<file path="config.mk">
export PLATFORM = sky130hd
export DESIGN_NAME = link_fault_propagation
export DESIGN_NICKNAME = d
export VERILOG_FILES = /design/src/rtl/lfp_pkg.sv /design/src/rtl/fault_ctl_if.sv /design/src/rtl/fault_forward.sv /design/src/rtl/link_fault_propagation.sv
export SDC_FILE = /design/constraint.sdc
export NUM_CORES = 1
export LEC_CHECK = 0
export ABC_AREA = 1
export BUFFER_PORTS_ARGS = -buffer_cell sky130_fd_sc_hd__buf_2
export CAP_MARGIN = 20
export CORE_AREA = 2 2 70 72
export DETAILED_ROUTE_END_ITERATION = 10
export DIE_AREA = 0 0 72 74
export GPL_ROUTABILITY_DRIVEN = 0
export PLACE_DENSITY = 0.61
export SYNTH_ARGS = -nofsm -noshare
export SYNTH_HDL_FRONTEND = slang
export SYNTH_HIERARCHICAL = 1
export SYNTH_SLANG_ARGS = --single-unit
export TNS_END_PERCENT = 50
</file>
<file path="constraint.sdc">
create_clock -name CLK -period 2.7 [get_ports CLK]
set_clock_uncertainty 0.05 [all_clocks]
set_input_delay 0.27 -clock CLK [delete_from_list [all_inputs] [get_ports CLK]]
set_output_delay 0.27 -clock CLK [all_outputs]
set_load 0.02 [all_outputs]
</file>
<file path="src/rtl/lfp_pkg.sv">
package lfp_pkg;
    // ==========================================================
    // register offsets (byte addresses)
    localparam logic [7:0] OFF_CTRL = 8'h00;
    localparam logic [7:0] OFF_STATUS = 8'h04;
    localparam logic [7:0] OFF_IRQ_STAT = 8'h08;
    localparam logic [7:0] OFF_IRQ_MASK = 8'h0c;
    localparam logic [7:0] OFF_BAUD = 8'h10;
    // ==========================================================
    // control field positions
    localparam int CTRL_F2C = 0;
    localparam int CTRL_C2F = 1;
    localparam int CTRL_ECHO = 2;
    localparam int CTRL_AUTONEG = 3;
    localparam logic [3:0] CTRL_RESET = 4'h0;
    // ==========================================================
    // event bits
    localparam int EV_FIBER_FAULT = 0;
    localparam int EV_COPPER_FAULT = 1;
    localparam int EV_FIBER_CLEAR = 2;
    localparam int EV_COPPER_CLEAR = 3;
    localparam int EV_W = 4;
    // ==========================================================
    // console timing: 20 MHz clock, 38400 baud
    localparam int CLK_HZ = 20000000;
    localparam int BAUD = 38400;
    localparam int BAUD_DIV = CLK_HZ / BAUD;
    localparam int DATA_BITS = 8;
    localparam int STOP_BITS = 1;
endpackage : lfp_pkg

</file>
<file path="src/rtl/fault_ctl_if.sv">
`timescale 1ns/1ps
interface fault_ctl_if;
    logic f2c_en;
    logic c2f_en;
    logic echo_en;
    logic fiber_fault;
    logic copper_fault;
    logic fiber_rx_fault;
    logic copper_link_en;
    logic fiber_tx_en;
    modport ctl (input f2c_en, c2f_en, echo_en, fiber_fault,
        copper_fault, fiber_rx_fault, output copper_link_en, fiber_tx_en);
    modport top (output f2c_en, c2f_en, echo_en, fiber_fault,
        copper_fault, fiber_rx_fault, input copper_link_en, fiber_tx_en);
endinterface : fault_ctl_if

</file>
<file path="src/rtl/fault_forward.sv">
`timescale 1ns/1ps
module fault_forward (
    // clock and reset
    input wire logic clk,
    input wire logic rst,
    // control interface
    fault_ctl_if.ctl fc
);
    typedef struct packed {
        logic copper_link_en;
        logic fiber_tx_en;
    } ff_state_t;
    ff_state_t s_r;
    ff_state_t s_nxt;
    // ==========================================================
    // forwarding decisions
    always_comb begin
        s_nxt = s_r;
        // copper kept up unless fiber fault is forwarded
        s_nxt.copper_link_en = !(fc.f2c_en && fc.fiber_fault);
        // transmitter off for forwarded copper fault or echoed rx fault
        s_nxt.fiber_tx_en = !((fc.c2f_en && fc.copper_fault)
            || (fc.echo_en && fc.fiber_rx_fault));
    end
    always_ff @(posedge clk or posedge rst) begin
        if (rst) begin
            s_r <= '{copper_link_en: 1'b1, fiber_tx_en: 1'b1};
        end else begin
            s_r <= s_nxt;
        end
    end
    assign fc.copper_link_en = s_r.copper_link_en;
    assign fc.fiber_tx_en = s_r.fiber_tx_en;
    // ==========================================================
    // checks
    copper_drop_a: assert property (@(posedge clk) disable iff (rst)
        fc.f2c_en && fc.fiber_fault |=> !fc.copper_link_en)
        else $error("copper link not dropped on fiber fault");
    copper_kept_a: assert property (@(posedge clk) disable iff (rst)
        !fc.f2c_en |=> fc.copper_link_en)
        else $error("copper link dropped while forwarding off");
    tx_off_a: assert property (@(posedge clk) disable iff (rst)
        fc.c2f_en && fc.copper_fault |=> !fc.fiber_tx_en)
        else $error("fiber tx not off on copper fault");
    echo_off_a: assert property (@(posedge clk) disable iff (rst)
        fc.echo_en && fc.fiber_rx_fault |=> !fc.fiber_tx_en)
        else $error("fiber tx not off on echoed rx fault");
    tx_restore_a: assert property (@(posedge clk) disable iff (rst)
        !(fc.c2f_en && fc.copper_fault) && !(fc.echo_en && fc.fiber_rx_fault)
        |=> fc.fiber_tx_en)
        else $error("fiber tx not restored");
endmodule : fault_forward

</file>
<file path="src/rtl/link_fault_propagation.sv">
// Local design decisions: the register addresses and register access over APB.
`timescale 1ns/1ps
// Function
// - fiber fault forwarded drops copper link when enabled
// - forwarding off: fiber fault shown on fiber indicator only
// - copper fault turns fiber transmitter off when enabled
// - tx forced off with autoneg setting: fiber link indicator off
// - echo enabled: fiber receive fault turns fiber transmitter off
// - full pass-through: both forwardings enabled on both converters
// - console runs 38400 baud, 8 data, 1 stop, no parity
module link_fault_propagation (
    // clock and reset
    input wire logic CLK,
    input wire logic RST,
    // apb slave
    input wire logic PSEL,
    input wire logic PENABLE,
    input wire logic PWRITE,
    input wire logic [7:0] PADDR,
    input wire logic [31:0] PWDATA,
    output logic [31:0] PRDATA,
    output logic PREADY,
    output logic PSLVERR,
    // link status inputs
    input wire logic FIBER_FAULT,
    input wire logic FIBER_RX_FAULT,
    input wire logic COPPER_FAULT,
    // link controls and indicators
    output logic COPPER_LINK_EN,
    output logic FIBER_TX_EN,
    output logic FIBER_LINK_LED,
    output logic FIBER_FAULT_LED,
    // interrupt
    output logic IRQ
);
    typedef struct packed {
        logic [3:0] ctrl;
        logic [lfp_pkg::EV_W-1:0] irq_stat;
        logic [lfp_pkg::EV_W-1:0] irq_mask;
        logic fiber_fault_d;
        logic copper_fault_d;
        logic [31:0] prdata;
        logic pready;
        logic pslverr;
        logic fiber_link_led;
        logic fiber_fault_led;
        logic irq;
    } top_state_t;
    top_state_t s_r;
    top_state_t s_nxt;
    fault_ctl_if fc ();
    // ==========================================================
    // forwarding core
    assign fc.f2c_en = s_r.ctrl[lfp_pkg::CTRL_F2C];
    assign fc.c2f_en = s_r.ctrl[lfp_pkg::CTRL_C2F];
    assign fc.echo_en = s_r.ctrl[lfp_pkg::CTRL_ECHO];
    assign fc.fiber_fault = FIBER_FAULT;
    assign fc.copper_fault = COPPER_FAULT;
    assign fc.fiber_rx_fault = FIBER_RX_FAULT;
    // both forwardings on at once give full pass-through
    fault_forward u_ff (
        .clk(CLK),
        .rst(RST),
        .fc(fc)
    );
    function automatic logic [31:0] zext4(input logic [3:0] v);
        zext4 = {28'h0000000, v};
    endfunction : zext4
    // ==========================================================
    // registers and indicators
    always_comb begin
        logic [lfp_pkg::EV_W-1:0] ev;
        logic wr;
        logic rd;
        logic tx_forced;
        ev = '0;
        wr = PSEL && PENABLE && PWRITE && !s_r.pready;
        rd = PSEL && PENABLE && !PWRITE && !s_r.pready;
        tx_forced = fc.c2f_en && COPPER_FAULT;
        s_nxt = s_r;
        s_nxt.fiber_fault_d = FIBER_FAULT;
        s_nxt.copper_fault_d = COPPER_FAULT;
        ev[lfp_pkg::EV_FIBER_FAULT] = FIBER_FAULT && !s_r.fiber_fault_d;
        ev[lfp_pkg::EV_COPPER_FAULT] = COPPER_FAULT && !s_r.copper_fault_d;
        ev[lfp_pkg::EV_FIBER_CLEAR] = !FIBER_FAULT && s_r.fiber_fault_d;
        ev[lfp_pkg::EV_COPPER_CLEAR] = !COPPER_FAULT && s_r.copper_fault_d;
        s_nxt.pready = 1'b0;
        s_nxt.pslverr = 1'b0;
        if (wr || rd) begin
            s_nxt.pready = 1'b1;
        end
        if (wr) begin
            case (PADDR)
                lfp_pkg::OFF_CTRL: s_nxt.ctrl = PWDATA[3:0];
                lfp_pkg::OFF_IRQ_STAT:
                    s_nxt.irq_stat = s_r.irq_stat & ~PWDATA[3:0];
                lfp_pkg::OFF_IRQ_MASK: s_nxt.irq_mask = PWDATA[3:0];
                lfp_pkg::OFF_STATUS, lfp_pkg::OFF_BAUD: ;
                default: s_nxt.pslverr = 1'b1;
            endcase
        end
        if (rd) begin
            case (PADDR)
                lfp_pkg::OFF_CTRL: s_nxt.prdata = zext4(s_r.ctrl);
                lfp_pkg::OFF_STATUS: s_nxt.prdata = zext4({
                    fc.fiber_tx_en, fc.copper_link_en,
                    COPPER_FAULT, FIBER_FAULT});
                lfp_pkg::OFF_IRQ_STAT: s_nxt.prdata = zext4(s_r.irq_stat);
                lfp_pkg::OFF_IRQ_MASK: s_nxt.prdata = zext4(s_r.irq_mask);
                // fixed console framing, read only
                lfp_pkg::OFF_BAUD: s_nxt.prdata = {
                    8'(lfp_pkg::DATA_BITS), 4'(lfp_pkg::STOP_BITS),
                    20'(lfp_pkg::BAUD)};
                default: begin
                    s_nxt.prdata = 32'h00000000;
                    s_nxt.pslverr = 1'b1;
                end
            endcase
        end
        // set wins over a same-cycle clear
        s_nxt.irq_stat = s_nxt.irq_stat | ev;
        // fault only on the fiber indicator when not forwarded
        s_nxt.fiber_fault_led = FIBER_FAULT || FIBER_RX_FAULT;
        // dark tx with autoneg: peer cannot negotiate, led off
        s_nxt.fiber_link_led = !FIBER_FAULT && !FIBER_RX_FAULT
            && !(tx_forced && s_r.ctrl[lfp_pkg::CTRL_AUTONEG]);
        s_nxt.irq = |(s_r.irq_stat & s_r.irq_mask);
    end
    always_ff @(posedge CLK or posedge RST) begin
        if (RST) begin
            s_r <= '{ctrl: lfp_pkg::CTRL_RESET, irq_stat: '0,
                irq_mask: '0, fiber_fault_d: 1'b0, copper_fault_d: 1'b0,
                prdata: 32'h00000000, pready: 1'b0, pslverr: 1'b0,
                fiber_link_led: 1'b0, fiber_fault_led: 1'b0, irq: 1'b0};
        end else begin
            s_r <= s_nxt;
        end
    end
    assign PRDATA = s_r.prdata;
    assign PREADY = s_r.pready;
    assign PSLVERR = s_r.pslverr;
    assign COPPER_LINK_EN = fc.copper_link_en;
    assign FIBER_TX_EN = fc.fiber_tx_en;
    assign FIBER_LINK_LED = s_r.fiber_link_led;
    assign FIBER_FAULT_LED = s_r.fiber_fault_led;
    assign IRQ = s_r.irq;
    // ==========================================================
    // checks
    led_off_a: assert property (@(posedge CLK) disable iff (RST)
        s_r.ctrl[lfp_pkg::CTRL_C2F] && s_r.ctrl[lfp_pkg::CTRL_AUTONEG]
        && COPPER_FAULT |=> !FIBER_LINK_LED)
        else $error("fiber link led on while tx forced off");
    fault_led_a: assert property (@(posedge CLK) disable iff (RST)
        FIBER_FAULT |=> FIBER_FAULT_LED)
        else $error("fiber fault not indicated");
    copper_restore_a: assert property (@(posedge CLK)
        disable iff (RST)
        $fell(FIBER_FAULT) |-> ##[0:1] COPPER_LINK_EN)
        else $error("copper link not restored");
    irq_sticky_a: assert property (@(posedge CLK) disable iff (RST)
        $rose(FIBER_FAULT) |=> s_r.irq_stat[lfp_pkg::EV_FIBER_FAULT])
        else $error("fiber fault event lost");
    irq_out_a: assert property (@(posedge CLK) disable iff (RST)
        |(s_r.irq_stat & s_r.irq_mask) |=> IRQ)
        else $error("irq not raised");
    apb_ready_a: assert property (@(posedge CLK) disable iff (RST)
        PSEL && !PENABLE ##1 PSEL && PENABLE |=> PREADY)
        else $error("apb access not answered");
endmodule : link_fault_propagation

</file>
==> results of run 1 <==
## cell usage in the layout, fill, tap and decap left out
cell type       n
conb_1         22
dfstp_2         2
o21ai_1        14
inv_1          21
dlygate4sd3_1   1
inv_2           1
nand3_1        12
inv_4           1
and3_1          1
a31o_2          1
nand2_4         2
or2_2           1
dfrtp_1        24
buf_2          36
nand2_2         6
nand3_2         1
o21ai_2         4
nor2_2          2
o21ai_0         2
a211oi_1        1
nor2_4          4
nor2_1          5
nand4_1         2
clkbuf_8        4
nor3_1          1
nand2_1        40
nand3b_4        1
## cells in the mapped netlist
cell type  count  area (um2)
nand2_1       40         150
buf_4         32         240
dfrtp_1       24         601
inv_1         21        78.8
o21ai_1       14        70.1
nand3_1       12        60.1
nand2_2        6        37.5
nor2_1         5        18.8
nor2_4         4        45.0
o21ai_2        4        35.0
buf_6          2        22.5
dfstp_2        2        52.6
nand2_4        2        22.5
nand4_1        2        12.5
nor2_2         2        12.5
o21ai_0        2        10.0
a211oi_1       1        7.51
a31o_2         1        8.76
and3_1         1        6.26
conb_1         1        3.75
inv_2          1        3.75
inv_4          1        6.26
nand3_2        1        10.0
nand3b_4       1        20.0
nor3_1         1        5.00
or2_2          1        6.26
## per-stage QoR
stage / hold WS [ns] / setup WS, ns / util / power [mW] / cell area [um2]
floorplan: 0.132 / 1.44 / - / 0.505 / 1630
global placement: 0.252 / 1.25 / 0.350 / 0.511 / 1610
detailed placement: 0.258 / 1.23 / 0.350 / 0.513 / 1610
CTS: 0.136 / 1.23 / 0.364 / 0.766 / 1680
global route: 0.125 / 1.14 / 0.364 / 0.803 / 1680
finish: 0.139 / 1.29 / 0.364 / 0.749 / 1680
## cells by family after synthesis
| kind of cell | after synthesis |
|---|---|
| compound gates | 22 |
| buf+inv | 57 |
| flops | 26 |
| other cells | 1 |
| simple gates | 78 |
## power by group through the flow
stage	Sequential, mW	Combinational [mW]	Clock [mW]
floorplan	0.413	0.0917	0
global placement	0.409	0.102	0
detailed placement	0.410	0.103	0
CTS	0.402	0.104	0.260
global route	0.403	0.115	0.285
finish	0.402	0.103	0.244
## final cells by class
class | instances | area [um2] | share of cell area
well taps | 54 | 67.6 | 0.0403
clock buffers | 4 | 55.1 | 0.0329
multi-input cells | 122 | 621 | 0.370
flip-flops and latches | 26 | 653 | 0.390
repair buffers | 37 | 190 | 0.114
inverters | 23 | 88.8 | 0.0530
## per-layer routing
metal  vias to the layer above  GRT usage  part of all wire  wire, um
met4                         0     0.0252             0.012        33
met3                         4     0.0366             0.065       180
met5                         -          0                 0         0
met2                        39      0.199              0.49      1340
met1                       504      0.135              0.44      1210
li1                        576          -                 -         -
## path summary, 6_finish.rpt
path                                          end         start  slack (ns)  cells after the start
max in group asynchronous                 s_r[42]           RST        1.34                      3
setup reg to reg                          s_r[41]        PREADY        1.29                      5
setup / recovery                          s_r[41]        PREADY        1.29                      5
min in group asynchronous     u_ff/fc.fiber_tx_en           RST        0.52                      3
hold / removal                            s_r[37]  COPPER_FAULT        0.14                      1
hold reg to reg            u_ff/fc.copper_link_en     fc.f2c_en        0.39                      1
## timing repair
item,in CTS,in global routing
buffers inserted,0,0
hold buffers,1,0
gates resized for setup,0,0
hold endpoints to repair,2,0
## state kept, by name, indices dropped and copies added, names as in the netlist
| signal | count |
|---|---|
| s_r | 11 |
| PRDATA | 5 |
| FIBER_FAULT_LED | 1 |
| FIBER_LINK_LED | 1 |
| IRQ | 1 |
| PREADY | 1 |
| PSLVERR | 1 |
| fc.c2f_en | 1 |
| fc.echo_en | 1 |
| fc.f2c_en | 1 |
| u_ff/fc.copper_link_en | 1 |
| u_ff/fc.fiber_tx_en | 1 |
==> metrics.txt, run 1 <==
status=complete, no violations; CP max stage cell=and3_1; Comb power frac=0.137; Worst setup SP type=flop; Setup crit end kind=flop; total grt overflow=0; combinational family with the most area after synthesis=simple AND/OR/NAND/NOR gates; P_int=0.554 mW; final wirelength=2760 um; crit-path cells=nand3b_4 > nor2_4 > and3_1 > nand2_2 > o21ai_2; CP Data Required Time=2.85 ns; chip height=74 um; worst hold-check path type=in -> reg; Simple-Gate Fraction of Synth Area=0.263; final slew viol count=0; Layout Cells excl Fill=266; Compound-Gate Fraction of Synth Area=0.0850; largest net degree at the start of global routing=25; Total Nets Final=261; Mapped Cells=184; die area=0.00533 mm2; critical path fanouts, max=8; CTS Root Cell=clkbuf_8; Synth Warn #=6; RSZ-0062 raised after global routing=no; via count=1,123; PD cells=447 mW/mm2; Layout area overhead=8.33%; Clock Sinks=26; Crit Path Category=reg -> reg; clk buf depth=2; Crit path max-delay family=simple AND/OR/NAND/NOR gates; All-Layer GR Usage=0.113; Die Width=72 um; P_leak=0.944 nW; vias in the first global route=1,046; initial antenna violation count=0; Avg Synthesized Cell Area=8.40 um2; CTS buffer count=3; Net Sw Frac=0.259; Setup Viol. Count Final=0; CP Buf/Inv Count=0; layout cells sized above 1=0.311; Cell variety after synth=26; DRC Markers=0; Worst Path Arrival=1.55 ns; CTS tree=yes; IO Pins=87; period utilisation layout=0.521; Reg power frac=0.537; clock group share of total power=0.326; xor and xnor fraction of the mapped netlist area=0; Adder-Cell Fraction of Synth Area=0; slew margin rel.=0.392; mapped cell area=0.00155 mm2; mux share of post-synthesis cell area=0; number of max-cap violations=0; min Tclk post-route=1.41 ns; Ant. Diodes=0; # fillers=501; post-DR wirelength/cell=10.4 um; measured slew at the worst slew-check pin=0.911 ns; DR iter-0 viols=40; dpl cells=261; first-pass GRT wire length=4640 um; Initial Utilization=0.336; Net Switching=0.194 mW; DP HPWL=2220 um; Core Area=0.00460 mm2; ANT nets after route=0; CTS H-Tree Depth=1; clock slew at reported path FFs=0.08 ns; Seq/Total Area, Yosys=0.422; Peak VDD IR=212 uV; Fmax=710 MHz; flop and latch count out of synthesis=26; DR pass1 iterations=4; Setup Total Neg Slack=0 ns; later-pin clock latency in the skew report=0.26 ns; port bufs=36; Row Count=25; DR vias/cell=4.22; Final Hold Viols=0; crit-path max cell delay=0.44 ns
No activity file was read; power rests on OpenSTA's default activity.
==> run 2, diff against run 1 <==
==> constraint.sdc (replaced) <==
create_clock -name CLK -period 1.4 [get_ports CLK]
set_clock_uncertainty 0.05 [all_clocks]
set_input_delay 0.14 -clock CLK [delete_from_list [all_inputs] [get_ports CLK]]
set_output_delay 0.14 -clock CLK [all_outputs]
set_load 0.02 [all_outputs]
==> metrics.txt, run 2 (synthesized netlist as in run 1, its figures left out) <==
largest net degree at the start of global routing=18 (-28%); Setup crit end kind=flop; final wirelength=2770 um (+0.43%); CP max stage cell=dfrtp_1; post-cts resize count=0 (unchanged); CTS Hold Bufs=3 (+2); GR Layer Usage met1=0.134 (-0.000854); CTS H-Tree Depth=1 (unchanged); port bufs=36 (unchanged); commonest non-fill, non-tap cell in the layout=nand2_1; later-pin clock latency in the skew report=0.27 ns (about the same); DR iter-0 viols=29 (-28%); Ant. Diodes=0 (unchanged); DRC Markers=0 (unchanged); final instance area=0.00175 mm2 (+4.3%); RSZ-0062 raised after global routing=no; die area=0.00533 mm2 (unchanged); Fmax=782 MHz (+10%); Final Hold Viols=0 (unchanged); DR pass1 iterations=6 (+2); commonest cells after routing, fill and taps aside=nand2_1, buf_2, dfrtp_1, conb_1, inv_1; ANT nets after route=0 (unchanged); All-Layer GR Usage=0.112 (-0.000866); clock slew at reported path FFs=0.09 ns (about the same); first-pass GRT wire length=4610 um (-0.73%); Hold WS=0.0293 ns (-0.110 ns); layout cells sized above 1=0.318 (+0.00665); period utilisation layout=0.914 (+0.392); initial antenna violation count=0 (unchanged); chip height=74 um (unchanged); final slew viol count=0 (unchanged); Largest Register=s_r; Crit Path Category=reg -> reg; crit-path cells=nand3b_4 > nor2_4 > and3_1 > buf_12 > nand2_2 > o21ai_2; Clock Sinks=26 (unchanged); CP Data Required Time=1.55 ns (-1.30 ns); GR peak layer=met2; CTS tree=yes; max FFs per register=11 (unchanged); dpl cells=264 (+1.1%); PD cells=916 mW/mm2 (+100%); Setup Buffers After CTS=0 (unchanged); Setup Total Neg Slack=0 ns (unchanged); Total Nets Final=266 (+1.9%); post-DR wirelength/cell=10.2 um (-1.4%); Crit path max-delay family=simple AND/OR/NAND/NOR gates; worst hold-check path type=in -> reg; Die Width=72 um (unchanged); placed cell areas=0.00165 mm2 (+2.2%); vias in the first global route=1,081 (+3.3%); clk buf depth=2 (unchanged); Worst setup SP type=flop; status=complete, no violations; IO Pins=87 (unchanged); DP HPWL=2240 um (+1.0%); via count=1,129 (+0.53%); Core Area=0.00460 mm2 (unchanged); DR vias/cell=4.17 (-1.3%); Setup Viol. Count Final=0 (unchanged); Layout area overhead=12.9%; Peak VDD IR=313 uV (+48%); CP Buf/Inv Count=1 (+1); min Tclk post-route=1.28 ns (-0.128 ns); crit-path max cell delay=0.38 ns (-0.06 ns); total grt overflow=0 (unchanged); global routing usage on met2=0.205 (+0.00617); CTS Root Cell=clkbuf_8; Layout Cells excl Fill=271 (+1.9%); Worst Path Arrival=1.43 ns (-0.12 ns); Initial Utilization=0.336 (unchanged); critical path fanouts, max=8 (unchanged); number of max-cap violations=0 (unchanged); Row Count=25 (unchanged); CTS buffer count=3 (unchanged); M3 GR Usage=0.0217 (-0.0149); P_leak=0.978 nW (+3.6%)
==> run 2: where the power goes <==
part	internal [mW]	switching (mW)	leakage [nW]
Sequential	0.767	0.00813	0.298
Combinational	0.0586	0.147	0.644
Clock	0.383	0.236	0.0357
==> run 2: stage by stage <==
stage	setup WS, ns	utilization	total power [mW]
3_3_place_gp	0.163	0.358	0.989
3_5_place_dp	0.146	0.358	0.992
4_1_cts	0.0998	0.380	1.63
2_1_floorplan	0.137	-	0.974
6_report	0.120	0.380	1.60
5_1_grt	0.0307	0.380	1.69
==> run 2: worst register-to-register path, delay by kind of cell (launching register included) <==
kind                   cells  cell delay (ns)
and+or+nand+nor            4             0.59
DFF                        1             0.38
buffers and inverters      1             0.14
AOI/OAI and AO/OA          1             0.05
==> run 2: worst paths after layout <==
path,endpoint,slack [ns],from,cells after the start
setup / recovery,s_r[39],0.12,PREADY,6
hold / removal,u_ff/fc.fiber_tx_en,0.03,FIBER_RX_FAULT,4
setup reg to reg,s_r[39],0.12,PREADY,6
hold reg to reg,u_ff/fc.copper_link_en,0.39,fc.f2c_en,1
max in group asynchronous,s_r[41],0.46,RST,4
min in group asynchronous,PRDATA[1],0.31,RST,3
==> run 2: cell type report <==
class                   count  area, um2
fillers                   489       2850
multi-input cells         122        621
clock buffers               3       41.3
well taps                  54       67.6
flip-flops and latches     26        653
clock inverters             1       30.0
repair buffers             42        245
inverters                  23       88.8
==> run 2: metal layers <==
layer | vias to the layer above | wire length [um]
met5 | - | 0
met4 | 0 | 26
met3 | 4 | 168
met2 | 40 | 1370
met1 | 503 | 1210
li1 | 582 | -
